===== src/design/lime_pkg.sv =====
// shared constants and types for the literal and indirect move execution block
// Function
// - load_bank_literal writes its literal (0..31) into the 5-bit bank_select_reg and touches no status flag.
// - load_pc_latch_literal writes its 7-bit literal (0..127) into pc_high_latch and touches no status flag.
// - load_accum_literal writes its 8-bit literal into the accumulator in one cycle and touches no status flag.
// - store_accum_to_file copies the accumulator to the file register at a 7-bit address; nothing else changes.
// - store_accum_indirect decodes pointer_update_mode 00/01/10/11 as pre-inc, pre-dec, post-inc, post-dec by one.
// - the relative form writes to pointer plus a signed offset of -32..31 and leaves the pointer unchanged.
// - indirect_access_alias has no storage; an access to it goes to the address held in the selected pointer_reg.
// - each 16-bit pointer_reg wraps modulo 2^16 when stepped past FFFFh or below 0000h.
// - pointer steps and the indirect store never modify any status flag, wrap included.
// - the configuration load copies the accumulator to the timing configuration register in one cycle, no flags.
package lime_pkg;
    localparam int INSTR_W = 14;
    localparam int ADDR_W = 16;
    localparam int DATA_W = 8;
    localparam int BANK_W = 5;
    localparam int LATCH_W = 7;
    localparam int FILE_W = 7;
    localparam int OFFS_W = 6;
    // opcode field position and width inside the instruction word
    localparam int OPC_MSB = 13;
    localparam int OPC_LSB = 10;
    // field positions of the indirect forms
    localparam int IND_SEL_BIT = 2;
    localparam int REL_SEL_BIT = 6;
    // file addresses inside a bank that stand for the two indirect aliases
    localparam logic [FILE_W-1:0] ALIAS0_ADDR = 7'h00;
    localparam logic [FILE_W-1:0] ALIAS1_ADDR = 7'h01;
    // reset values
    localparam logic [DATA_W-1:0] ACCUM_RST = 8'h00;
    localparam logic [BANK_W-1:0] BANK_RST = 5'h00;
    localparam logic [LATCH_W-1:0] LATCH_RST = 7'h00;
    localparam logic [DATA_W-1:0] TCFG_RST = 8'hFF;
    localparam logic [ADDR_W-1:0] PTR_RST = 16'h0000;
    localparam logic [ADDR_W-1:0] PTR_ONE = 16'h0001;
    // opcode values
    typedef enum logic [3:0] {
        LIME_OP_NOP = 4'h0,
        LIME_OP_BANK = 4'h1,
        LIME_OP_LATCH = 4'h2,
        LIME_OP_ACCUM = 4'h3,
        LIME_OP_STFILE = 4'h4,
        LIME_OP_STIND = 4'h5,
        LIME_OP_STREL = 4'h6,
        LIME_OP_TCFG = 4'h7
    } lime_op_t;
    // pointer_update_mode encodings
    localparam logic [1:0] MODE_PRE_INC = 2'h0;
    localparam logic [1:0] MODE_PRE_DEC = 2'h1;
    localparam logic [1:0] MODE_POST_INC = 2'h2;
    localparam logic [1:0] MODE_POST_DEC = 2'h3;
endpackage : lime_pkg


===== src/design/lime_pointer_unit.sv =====
// two 16-bit indirect pointers with step, relative offset and external load
`timescale 1ns/1ps
module lime_pointer_unit (
    input wire logic clk_sys,
    input wire logic rst,
    input wire logic step_en,
    input wire logic rel_en,
    input wire logic sel,
    input wire logic [1:0] pointer_update_mode,
    input wire logic signed [lime_pkg::OFFS_W-1:0] offset,
    input wire logic load_en,
    input wire logic load_sel,
    input wire logic [lime_pkg::ADDR_W-1:0] load_value,
    output logic [lime_pkg::ADDR_W-1:0] eff_addr,
    output logic [lime_pkg::ADDR_W-1:0] pointer_reg0,
    output logic [lime_pkg::ADDR_W-1:0] pointer_reg1
);
    import lime_pkg::*;

    // one step up or down; 16-bit result drops the carry so the pointer wraps
    function automatic logic [ADDR_W-1:0] lime_step(input logic [ADDR_W-1:0] p, input logic down);
        lime_step = down ? p - PTR_ONE : p + PTR_ONE;
    endfunction : lime_step

    ////////////////////////////////////////////////////////////////////////
    // selection and address arithmetic
    wire [ADDR_W-1:0] cur = sel ? pointer_reg1 : pointer_reg0;
    wire down = pointer_update_mode[0];
    wire is_pre = ~pointer_update_mode[1];
    wire [ADDR_W-1:0] stepped = lime_step(cur, down);
    wire [ADDR_W-1:0] off_ext = {{(ADDR_W-OFFS_W){offset[OFFS_W-1]}}, offset};
    wire [ADDR_W-1:0] rel_addr = cur + off_ext;
    assign eff_addr = rel_en ? rel_addr : (is_pre ? stepped : cur);
    wire upd0 = step_en & ~rel_en & ~sel;
    wire upd1 = step_en & ~rel_en & sel;

    ////////////////////////////////////////////////////////////////////////
    // pointer registers; a step in the same cycle as an external load wins
    always_ff @(posedge clk_sys or posedge rst) begin
        if (rst) begin
            pointer_reg0 <= PTR_RST;
            pointer_reg1 <= PTR_RST;
        end else begin
            if (upd0) begin
                pointer_reg0 <= stepped;
            end else if (load_en && !load_sel) begin
                pointer_reg0 <= load_value;
            end
            if (upd1) begin
                pointer_reg1 <= stepped;
            end else if (load_en && load_sel) begin
                pointer_reg1 <= load_value;
            end
        end
    end
endmodule : lime_pointer_unit


===== src/design/lime_move_exec.sv =====
// execution of literal loads, accumulator stores and indirect stores
`timescale 1ns/1ps
module lime_move_exec (
    input wire logic clk_sys,
    input wire logic rst,
    input wire logic instr_valid,
    input wire logic [lime_pkg::INSTR_W-1:0] instr_word,
    input wire logic ptr_load_en,
    input wire logic ptr_load_sel,
    input wire logic [lime_pkg::ADDR_W-1:0] ptr_load_value,
    output logic instr_taken,
    output logic mem_we,
    output logic [lime_pkg::ADDR_W-1:0] mem_addr,
    output logic [lime_pkg::DATA_W-1:0] mem_wdata,
    output logic [lime_pkg::DATA_W-1:0] accum,
    output logic [lime_pkg::BANK_W-1:0] bank_select_reg,
    output logic [lime_pkg::LATCH_W-1:0] pc_high_latch,
    output logic [lime_pkg::DATA_W-1:0] timing_cfg,
    output logic [lime_pkg::ADDR_W-1:0] pointer_reg0,
    output logic [lime_pkg::ADDR_W-1:0] pointer_reg1,
    output logic status_we
);
    import lime_pkg::*;

    ////////////////////////////////////////////////////////////////////////
    // instruction decode; opcodes outside this group are left to other units
    wire [3:0] opc = instr_word[OPC_MSB:OPC_LSB];
    wire is_bank = instr_valid && (opc == LIME_OP_BANK);
    wire is_latch = instr_valid && (opc == LIME_OP_LATCH);
    wire is_accum = instr_valid && (opc == LIME_OP_ACCUM);
    wire is_stfile = instr_valid && (opc == LIME_OP_STFILE);
    wire is_stind = instr_valid && (opc == LIME_OP_STIND);
    wire is_strel = instr_valid && (opc == LIME_OP_STREL);
    wire is_tcfg = instr_valid && (opc == LIME_OP_TCFG);
    wire is_nop = instr_valid && (opc == LIME_OP_NOP);
    assign instr_taken = is_bank | is_latch | is_accum | is_stfile | is_stind | is_strel | is_tcfg | is_nop;

    // operand fields
    wire [BANK_W-1:0] lit_bank = instr_word[BANK_W-1:0];
    wire [LATCH_W-1:0] lit_latch = instr_word[LATCH_W-1:0];
    wire [DATA_W-1:0] lit_accum = instr_word[DATA_W-1:0];
    wire [FILE_W-1:0] file_addr = instr_word[FILE_W-1:0];
    wire [1:0] ind_mode = instr_word[1:0];
    wire [OFFS_W-1:0] rel_off = instr_word[OFFS_W-1:0];

    ////////////////////////////////////////////////////////////////////////
    // a direct store to an alias address is turned into an indirect store
    wire hit_alias0 = is_stfile && (file_addr == ALIAS0_ADDR);
    wire hit_alias1 = is_stfile && (file_addr == ALIAS1_ADDR);
    wire via_ptr = is_stind | is_strel | hit_alias0 | hit_alias1;
    // alias access reads the pointer as is: relative form with zero offset
    wire use_rel = is_strel | hit_alias0 | hit_alias1;
    wire ptr_sel = is_stind ? instr_word[IND_SEL_BIT] : (is_strel ? instr_word[REL_SEL_BIT] : hit_alias1);
    wire [OFFS_W-1:0] ptr_off = is_strel ? rel_off : {OFFS_W{1'b0}};
    wire [ADDR_W-1:0] ind_addr;
    wire [ADDR_W-1:0] dir_addr = {{(ADDR_W-BANK_W-FILE_W){1'b0}}, bank_select_reg, file_addr};
    wire [ADDR_W-1:0] next_mem_addr = via_ptr ? ind_addr : dir_addr;
    wire next_mem_we = is_stfile | is_stind | is_strel;

    lime_pointer_unit u_ptr (
        .clk_sys(clk_sys),
        .rst(rst),
        .step_en(is_stind),
        .rel_en(use_rel),
        .sel(ptr_sel),
        .pointer_update_mode(ind_mode),
        .offset(ptr_off),
        .load_en(ptr_load_en),
        .load_sel(ptr_load_sel),
        .load_value(ptr_load_value),
        .eff_addr(ind_addr),
        .pointer_reg0(pointer_reg0),
        .pointer_reg1(pointer_reg1)
    );

    ////////////////////////////////////////////////////////////////////////
    // none of these instructions writes a status flag, so the strobe stays low
    assign status_we = 1'h0;

    ////////////////////////////////////////////////////////////////////////
    // architectural registers of this group, one cycle per instruction
    always_ff @(posedge clk_sys or posedge rst) begin
        if (rst) begin
            accum <= ACCUM_RST;
            bank_select_reg <= BANK_RST;
            pc_high_latch <= LATCH_RST;
            timing_cfg <= TCFG_RST;
        end else begin
            if (is_accum) begin
                accum <= lit_accum;
            end
            if (is_bank) begin
                bank_select_reg <= lit_bank;
            end
            if (is_latch) begin
                pc_high_latch <= lit_latch;
            end
            if (is_tcfg) begin
                timing_cfg <= accum;
            end
        end
    end

    ////////////////////////////////////////////////////////////////////////
    // registered data-memory write port; the accumulator is never altered here
    always_ff @(posedge clk_sys or posedge rst) begin
        if (rst) begin
            mem_we <= 1'h0;
            mem_addr <= PTR_RST;
            mem_wdata <= ACCUM_RST;
        end else begin
            mem_we <= next_mem_we;
            if (next_mem_we) begin
                mem_addr <= next_mem_addr;
                mem_wdata <= accum;
            end
        end
    end
endmodule : lime_move_exec


===== config.mk =====
export PLATFORM = sky130hd
export DESIGN_NAME = lime_move_exec
export DESIGN_NICKNAME = d
export VERILOG_FILES = /design/src/design/lime_pkg.sv /design/src/design/lime_pointer_unit.sv /design/src/design/lime_move_exec.sv
export SDC_FILE = /design/constraint.sdc
export NUM_CORES = 1
export LEC_CHECK = 0
export BUFFER_PORTS_ARGS = -buffer_cell sky130_fd_sc_hd__buf_2
export CAP_MARGIN = 20
export CORE_MARGIN = 1.5
export CORE_UTILIZATION = 50
export DETAILED_ROUTE_END_ITERATION = 7
export MAX_ROUTING_LAYER = met4
export PLACE_DENSITY_LB_ADDON = 0.15
export SLEW_MARGIN = 20
export SYNTH_ARGS = -nofsm -noshare
export SYNTH_HDL_FRONTEND = slang
export SYNTH_SLANG_ARGS = --single-unit

===== constraint.sdc =====
create_clock -name clk_sys -period 3 [get_ports clk_sys]
set_input_delay 0.45 -clock clk_sys [delete_from_list [all_inputs] [get_ports clk_sys]]
set_output_delay 0.45 -clock clk_sys [all_outputs]
set_load 0.03 [all_outputs]

==> flow_summary.ini, run 1 <==
[run_status]
violations = setup timing
status = complete, but fails checks

[synth]
synth-seq-cells = 85
ys_warn_count = 0
synthCells = 628
yosysUniqueCellTypes = 66
syn-cell-area_um2 = 5720
synth_area_per_cell_um2 = 9.12
synth_top_flop_cell = dfrtp_1
synth-edff-count = 0
synthTopCellsByArea = dfrtp_1 (34%), mux2_2 (7.5%), ha_1 (5.7%)
async_flop_share_pct = 100
synth_seq_area_share_pct = 37.3
synth_top_area_cell = dfrtp_1
synth_top_area_share_pct = 33.7
syn-num-nets = 690

[place]
post_dp_cell_area_um2 = 7570
io_buffers = 118
dp.final_hpwl_um = 13600
dp_cells = 990
place.gp.congestion = 0.948

[cells_and_area]
final_layout_size_suffix_gt1_share_pct = 48.2
finalInstanceArea_um2 = 8550
synthToLayoutAreaGrowth_pct = 49.4
stdcell_count = 1034
largestRegisters = mem_addr: 16 flops, u_ptr.pointer_reg0: 16 flops, u_ptr.pointer_reg1: 16 flops
multi_input_area_um2 = 3940
diodes = 0
nNetsFinal = 951
fin_util_pct = 77.9
fill_cells = 739
seqCellArea_um2 = 2140

[floorplanning]
pin_count = 122
die_w_um = 110
core_um2 = 11000
die_area_um2 = 12100
die_y_um = 110
rows = 38
floorplan.initialDensity_pct = 52.1

[sta]
setup_viol = 29
hold_viol_final = 0
rsz0062_at_grt = true
finClkSkew_ns = 0.00703
min_period_over_period_pct = 119
fin_tns_setup_ns = -9.62
max_freq_mhz = 280
fin_ws_ns = -0.572
final_max_slew_viol_count = 0
tightest_slew_ns = 0.782
max-slew-margin-rel_pct = 47.6
final.min_clock_period_ns = 3.57

[routing]
drc = 0
wire_per_inst_um = 18.6
routed-via-count = 6116
drtAntennaViolNets = 0
wl_um = 19200
first_pass_iters = 5
first_iter_violations = 405
via_per_inst = 5.91

[grt]
grt_pass1_vias = 5581
grt_max_degree = 49
grt_overflow = 0
track_usage_pct = 31.5
antenna_found_initial = 0
grt_pass1_wl_um = 28400

[cts]
clk_pin_slew_ns = 0.07
cts_root_buf = clkbuf_16
clk_latency_ns = 0.35
cts_made_buffers = 9
clockBufferDepth = 2
cts_max_level = 3
hold_buffers = 0
cts_sinks = 85
cts_tree = done

[pwr]
p_leak_nw = 4.14
total_power_mw = 5.30
ir_worst_vdd_uv = 457
p_per_area_nw_per_um2 = 620

[worst_setup_path]
critPathArrivalTime_ns = 3.84
startpoint_type = primary input
path_class = in2reg
cp_max_fo = 4
cp-end-kind = flip-flop
worst_ep_required_time_ns = 3.27

[job]
cap_viol_max_count = 0

[min_path]
worst_hold_path_type = in2async
## area by class of cell
cell class	count	area share (%)
multi-input cells	497	46.0
flip-flops and latches	85	25.0
repair buffers	278	22.2
clock buffers	11	2.96
well taps	140	2.05
clock inverters	5	0.966
inverters	18	0.805
## kinds of logic after synthesis
logic type,count (synthesis),share of synthesized area (%)
buffers and inverters,46,3.34
other,1,0.0655
and+or+nand+nor,201,17.1
muxes,57,10.8
DFF,85,37.3
AOI/OAI and AO/OA,182,20.9
adders and majority gates,27,6.03
xor gates and xnor gates,29,4.44
## timing repair
action,in CTS,in global routing
resized for setup,47,57
pin swaps,33,35
hold endpoints to repair,0,0
setup endpoints to repair,31,31
setup buffers,15,16
cloned,0,0
## path summary, 6_finish.rpt
kind | to | slack (ns) | cells after the start | startpoint
worst max-delay path | u_ptr.pointer_reg0[12] | -0.57 | 20 | instr_word[12]
worst min-delay path | mem_addr[12] | 0.19 | 2 | rst
worst max register to register | mem_addr[10] | -0.17 | 17 | u_ptr.pointer_reg0[1]
worst min register to register | mem_wdata[3] | 0.47 | 2 | mem_wdata[3]
max in group asynchronous | timing_cfg[2] | 2.08 | 3 | rst
min in group clk_sys | accum[7] | 0.35 | 2 | instr_word[7]
## metal layers
layer / vias to the layer above / track usage [%] / share of wire, %
met3: 36 / 3.88 / 6.1
li1: 2827 / - / -
met5: - / - / 0
met4: 0 / 9.65 / 1.6
met2: 256 / 49.2 / 47
met1: 2997 / 42.9 / 45
## through the flow
step                      setup slack (ns)  hold WS (ns)
after floorplan                     -0.544         0.601
after global placement              -0.864         0.454
after detailed placement            -0.961         0.457
after CTS                           -0.440         0.212
after global routing                -0.678         0.238
final                               -0.572         0.188
## synthesized netlist by cell type (all sizes together), types with 3 or more instances
cell,count
and3b,3
nand3,11
inv,17
mux2i,19
nor4,3
a211oi,27
nor3,9
a22oi,5
xor2,9
xnor2,20
nand2,75
o21ai,45
o21a,5
a221oi,4
ha,26
a21o,7
or2,3
and3,18
buf,3
o211ai,3
nor2b,20
o22ai,3
dfrtp,77
a21oi,51
dfstp,8
nand2b,10
clkbuf,25
o31ai,3
mux2,38
a31oi,7
and2,3
nor2,38
## worst max-delay path, cell delays in order
cell and delay, ns:
buf_2 0.11, and3b_1 0.20, and4_4 0.22, buf_6 0.12, o311a_1 0.35, a21o_1 0.22, ha_4 0.27, nor2b_4 0.12
o21ai_2 0.13, a21o_1 0.17, a21oi_2 0.07, o21ai_2 0.19, a21oi_2 0.10, o41a_1 0.46, buf_4 0.16, a21oi_4 0.14
buf_4 0.13, buf_6 0.08, nand2_1 0.05, o21ai_0 0.08
## power by group
group	internal [mW]	total [mW]	switching (mW)
logic	1.04	2.46	1.41
registers	1.40	1.59	0.188
clock network	0.777	1.26	0.483
## placed cells by master (no fill, tap or decap), drive strengths merged, types with 4 or more instances in the layout
cell | synthesis | routed
a211oi | 27 | 27
a21o | 7 | 7
a21oi | 51 | 51
a221oi | 4 | 4
a22oi | 5 | 5
a31oi | 7 | 7
and3 | 18 | 18
buf | 3 | 278
clkbuf | 25 | 11
clkinv | 1 | 5
dfrtp | 77 | 77
dfstp | 8 | 8
ha | 26 | 26
inv | 17 | 16
mux2 | 38 | 38
mux2i | 19 | 19
nand2 | 75 | 75
nand2b | 10 | 10
nand3 | 11 | 11
nor2 | 38 | 38
nor2b | 20 | 20
nor3 | 9 | 9
o21a | 5 | 5
o21ai | 45 | 45
xnor2 | 20 | 20
xor2 | 9 | 9
No activity file was read; power rests on OpenSTA's default activity.
==> run 2, diff against run 1 <==
- CORE_MARGIN: 1.5 -> 1
==> flow_summary.ini, run 2 (synthesized netlist as in run 1, its figures left out) <==
[run_status]
status = complete, but fails checks
violations = setup timing

[sta]
max-slew-margin-rel_pct = 45.5
setup_viol = 32
fin_tns_setup_ns = -10.60
max_freq_mhz = 281
final_max_slew_viol_count = 0
finClkSkew_ns = 0.00716
rsz0062_at_grt = true
fin_ws_ns = -0.553
final.min_clock_period_ns = 3.55
tightest_slew_ns = 0.814
hold_viol_final = 0
min_period_over_period_pct = 118

[routing]
wl_um = 19200
routed-via-count = 6025
drc = 0
wire_per_inst_um = 18.6
via_per_inst = 5.83
first_pass_iters = 5
drtAntennaViolNets = 0
first_iter_violations = 368

[floorplanning]
die_w_um = 109
floorplan.initialDensity_pct = 52.1
die_area_um2 = 11900
rows = 38
die_y_um = 109
pin_count = 122
core_um2 = 11000

[grt]
met2_usage_pct = 52.6
grt_pass1_vias = 5899
grt_overflow = 0
met1_usage_pct = 44.1
busiest_layer = met2
grt_pass1_wl_um = 29700
track_usage_pct = 33.5
grt_max_degree = 35
grt_use_met3_pct = 5.56
antenna_found_initial = 0

[worst_setup_path]
regToRegSetupSlack_ns = -0.06
critPathArrivalTime_ns = 3.77
cp_slowest_stage_delay_ns = 0.45
slowest_stage = o41a_1
cp-end-kind = flip-flop
worst_ep_required_time_ns = 3.22
reg2reg_depth = 17
timing.rr.end = mem_addr[10]
crit_chain = buf_8 -> nor4_4 -> and4_4 -> o31ai_4 -> buf_6 -> buf_6 -> mux2_2 -> ha_1 -> and3_1 -> a21oi_1 -> inv_1 -> o41a_1 -> o21ai_2 -> nand2b_1 -> xnor2_2 -> a21oi_1
cp_max_fo = 11
path_class = in2reg
startpoint_type = primary input
startpoint = instr_word[2]
r2r-start = u_ptr.pointer_reg0[1]

[cts]
cts_tree = done
cts_made_buffers = 9
cts_max_level = 3
clk_pin_slew_ns = 0.07
cts_root_buf = clkbuf_16
clk_latency_ns = 0.34
clockBufferDepth = 2
hold_buffers = 0
cts_sinks = 85

[cells_and_area]
final_cell_mix = buf_4 (153), buf_2 (114), dfrtp_1 (77)
diodes = 0
final_layout_size_suffix_gt1_share_pct = 47.8
stdcell_count = 1033
finalInstanceArea_um2 = 8480
fin_util_pct = 77.2
synthToLayoutAreaGrowth_pct = 48.1
largestRegisters = mem_addr: 16 flops, u_ptr.pointer_reg0: 16 flops, u_ptr.pointer_reg1: 16 flops
layout_commonest_cell = buf_4
nNetsFinal = 950

[pwr]
ir_worst_vdd_uv = 445
p_int_mw = 3.13
swShare_pct = 40.1
p_per_area_nw_per_um2 = 617
p_leak_nw = 4.08
total_power_mw = 5.23
clockPowerShare_pct = 22.2
pwr-share-seq_pct = 30.4
p_sw_mw = 2.10
p_comb_share_pct = 47.5

[job]
cap_viol_max_count = 0

[place]
io_buffers = 118
dp_cells = 992
post_dp_cell_area_um2 = 7570
place.gp.congestion = 0.935
dp.final_hpwl_um = 13600

[min_path]
worst_hold_path_type = in2async
==> run 2: cell count changes in the layout (fill, tap and decap cells not counted), moves of 2 or more <==
| cell | change |
|---|---|
| buf_4 | +9 |
| clkinv_4 | -2 |
| ha_1 | -2 |
| a21oi_2 | -6 |
| clkinvlp_4 | +3 |
| a21oi_1 | +6 |
| inv_6 | +2 |
| buf_6 | -10 |
==> run 2: through the flow <==
stage / hold slack [ns] / setup WS [ns]
2_1_floorplan: 0.601 / -0.544
3_3_place_gp: 0.422 / -0.908
3_5_place_dp: 0.433 / -1.01
4_1_cts: 0.0717 / -0.471
5_1_grt: 0.0952 / -0.692
6_report: 0.0632 / -0.553
==> run 2: metal layers <==
layer	wire length, um	up-vias
met2	8930	272
met4	416	0
met3	1220	41
met1	8650	2899
li1	-	2813
met5	0	-
==> run 2: power groups by stage <==
stage,clock network (mW),registers [mW],logic [mW]
floorplan,0,2.05,0.859
global placement,0,1.59,2.11
detailed placement,0,1.60,2.17
CTS,1.17,1.58,2.31
global route,1.23,1.62,2.64
finish,1.16,1.59,2.48
==> run 2: what timing repair did <==
action / CTS / global route
setup buffers: 18 / 8
pin swaps: 43 / 36
cloned: 0 / 0
endpoints found under the setup margin: 31 / 34
gates resized for setup: 55 / 35
==> run 2: how the worst max path moves through the flow <==
stage,slack [ns],end,depth (start not counted)
CTS,-0.47,u_ptr.pointer_reg1[15],17
floorplan,-0.54,u_ptr.pointer_reg1[15],16
finish,-0.55,u_ptr.pointer_reg1[14],16
global route,-0.69,mem_addr[15],21
detailed placement,-1.01,u_ptr.pointer_reg0[14],18
global placement,-0.91,u_ptr.pointer_reg0[14],18
==> run 2: cell type report <==
type                    count  area, um^2
repair buffers            277        1840
flip-flops and latches     85        2140
inverters                  18        68.8
clock inverters             6        70.1
fillers                   742        2510
clock buffers              10         239
multi-input cells         497        3950
well taps                 140         175
==> run 2: worst max-delay path, delay by kind of cell <==
| family | cells | cell delay (ns) |
|---|---|---|
| AO/OA/AOI/OAI | 5 | 0.93 |
| AND/OR/NAND/NOR | 4 | 0.92 |
| buffers and inverters | 4 | 0.54 |
| adder cells (fa/ha/maj) | 1 | 0.35 |
| multiplexers | 1 | 0.33 |
| XOR/XNOR | 1 | 0.23 |
==> run 3, diff against run 2 <==
- CORE_UTILIZATION: 50 -> 56
- clock period: 3 -> 3.9 ns (I/O delays scaled with it)
==> flow_summary.ini, run 3 (synthesized netlist as in run 1, its figures left out) <==
[sta]
final.min_clock_period_ns = 3.93
setup_viol = 1
tightest_slew_ns = 0.981
max_freq_mhz = 255
hold_viol_final = 0
rsz0062_at_grt = true
min_period_over_period_pct = 101
final_max_slew_viol_count = 0
finClkSkew_ns = 0.00965
fin_ws_ns = -0.0251
fin_tns_setup_ns = -0.0251
max-slew-margin-rel_pct = 34.3

[grt]
grt_overflow = 0
antenna_found_initial = 0
grt_max_degree = 41
track_usage_pct = 33.0
grt_pass1_vias = 5187
grt_pass1_wl_um = 25700

[routing]
wl_um = 17400
drtAntennaViolNets = 0
drc = 0
first_iter_violations = 273
via_per_inst = 5.90
routed-via-count = 5714
wire_per_inst_um = 18.0
first_pass_iters = 5

[cts]
cts_root_buf = clkbuf_8
cts_max_level = 3
cts_tree = done
cts_made_buffers = 9
cts_sinks = 85
clockBufferDepth = 2
clk_pin_slew_ns = 0.09
clk_latency_ns = 0.36

[cells_and_area]
fin_util_pct = 77.3
stdcell_count = 968
final_layout_size_suffix_gt1_share_pct = 38.4
synthToLayoutAreaGrowth_pct = 32.6
nNetsFinal = 892
layout_commonest_cell = buf_2
final_cell_mix = buf_2 (116), buf_4 (97), dfrtp_1 (77)
diodes = 0
largestRegisters = mem_addr: 16 flops, u_ptr.pointer_reg0: 16 flops, u_ptr.pointer_reg1: 16 flops

[pwr]
p_per_area_nw_per_um2 = 461
ir_worst_vdd_uv = 270
p_leak_nw = 3.67
total_power_mw = 3.50

[floorplanning]
pin_count = 122
rows = 36
floorplan.initialDensity_pct = 58.3
core_um2 = 9820
die_area_um2 = 10600
die_w_um = 103
die_y_um = 103

[worst_setup_path]
reg2reg_depth = 16
startpoint = instr_word[11]
critical_path_depth = 18
slowest_stage = a2111oi_4
crit_top_cell = inv_1
path_class = in2reg
startpoint_type = primary input
critPathArrivalTime_ns = 4.14
cp-end-kind = flip-flop
cp_max_fo = 6
cpLargestDelayFamily = compound AO/OA/AOI/OAI gates
crit_chain = clkbuf_4 -> nand3b_1 -> nor2_4 -> o31ai_4 -> buf_6 -> mux2i_4 -> buf_4 -> inv_1 -> ha_1 -> inv_1 -> nand3_1 -> a221o_1 -> a2111oi_4 -> o311ai_2 -> a21o_1 -> a21oi_2 -> xnor2_1 -> o221ai_2
path_buf_inv = 5
r2r-start = u_ptr.pointer_reg0[1]
cp_slowest_stage_delay_ns = 0.44
worst_ep_required_time_ns = 4.11

[min_path]
worst_hold_path_type = in2async

[place]
place_ws_ns = -0.440
dp.final_hpwl_um = 12500
place.gp.congestion = 0.918
io_buffers = 118
dp_cells = 940

[run_status]
violations = setup timing
status = complete, but fails checks

[job]
cap_viol_max_count = 0
run 3: repair_timing:
item	4_1_cts	5_1_grt
hold buffers	0	0
resized for setup	4	44
pin swaps	2	21
gates cloned	0	1
setup buffers	1	11
endpoints found under the setup margin	3	18
run 3: final cells by class:
type                    count  area, um^2
repair buffers            219        1400
fillers                   728        2230
well taps                 133         166
multi-input cells         497        3630
clock inverters             5        61.3
inverters                  18        68.8
clock buffers              11         131
flip-flops and latches     85        2140
run 3: per-layer routing:
metal | GRT usage, % | part of all wire, % | wire length, um
met4 | 12.0 | 3.1 | 537
met2 | 50.5 | 45 | 7920
met1 | 44.9 | 45 | 7880
met5 | - | 0 | 0
met3 | 4.07 | 6.2 | 1090
run 3: through the flow:
step	hold slack [ns]	area [um^2]
2_1_floorplan	0.650	5730
3_3_place_gp	0.453	7040
3_5_place_dp	0.457	7040
4_1_cts	0.172	7260
5_1_grt	0.192	7590
6_report	0.167	7590
run 3: final timing paths:
kind,to,slack [ns]
max reg2reg,mem_addr[12],0.73
min reg2reg,mem_wdata[5],0.48
min,u_ptr.pointer_reg1[1],0.17
min in group clk_sys,accum[7],0.46
max in group asynchronous,timing_cfg[4],2.89
max,mem_addr[15],-0.03
run 3: where the power goes:
part	switching, mW	internal [mW]	total [mW]
clock network	0.341	0.298	0.638
registers	0.146	1.08	1.22
logic	0.992	0.648	1.64
total	1.48	2.02	3.50
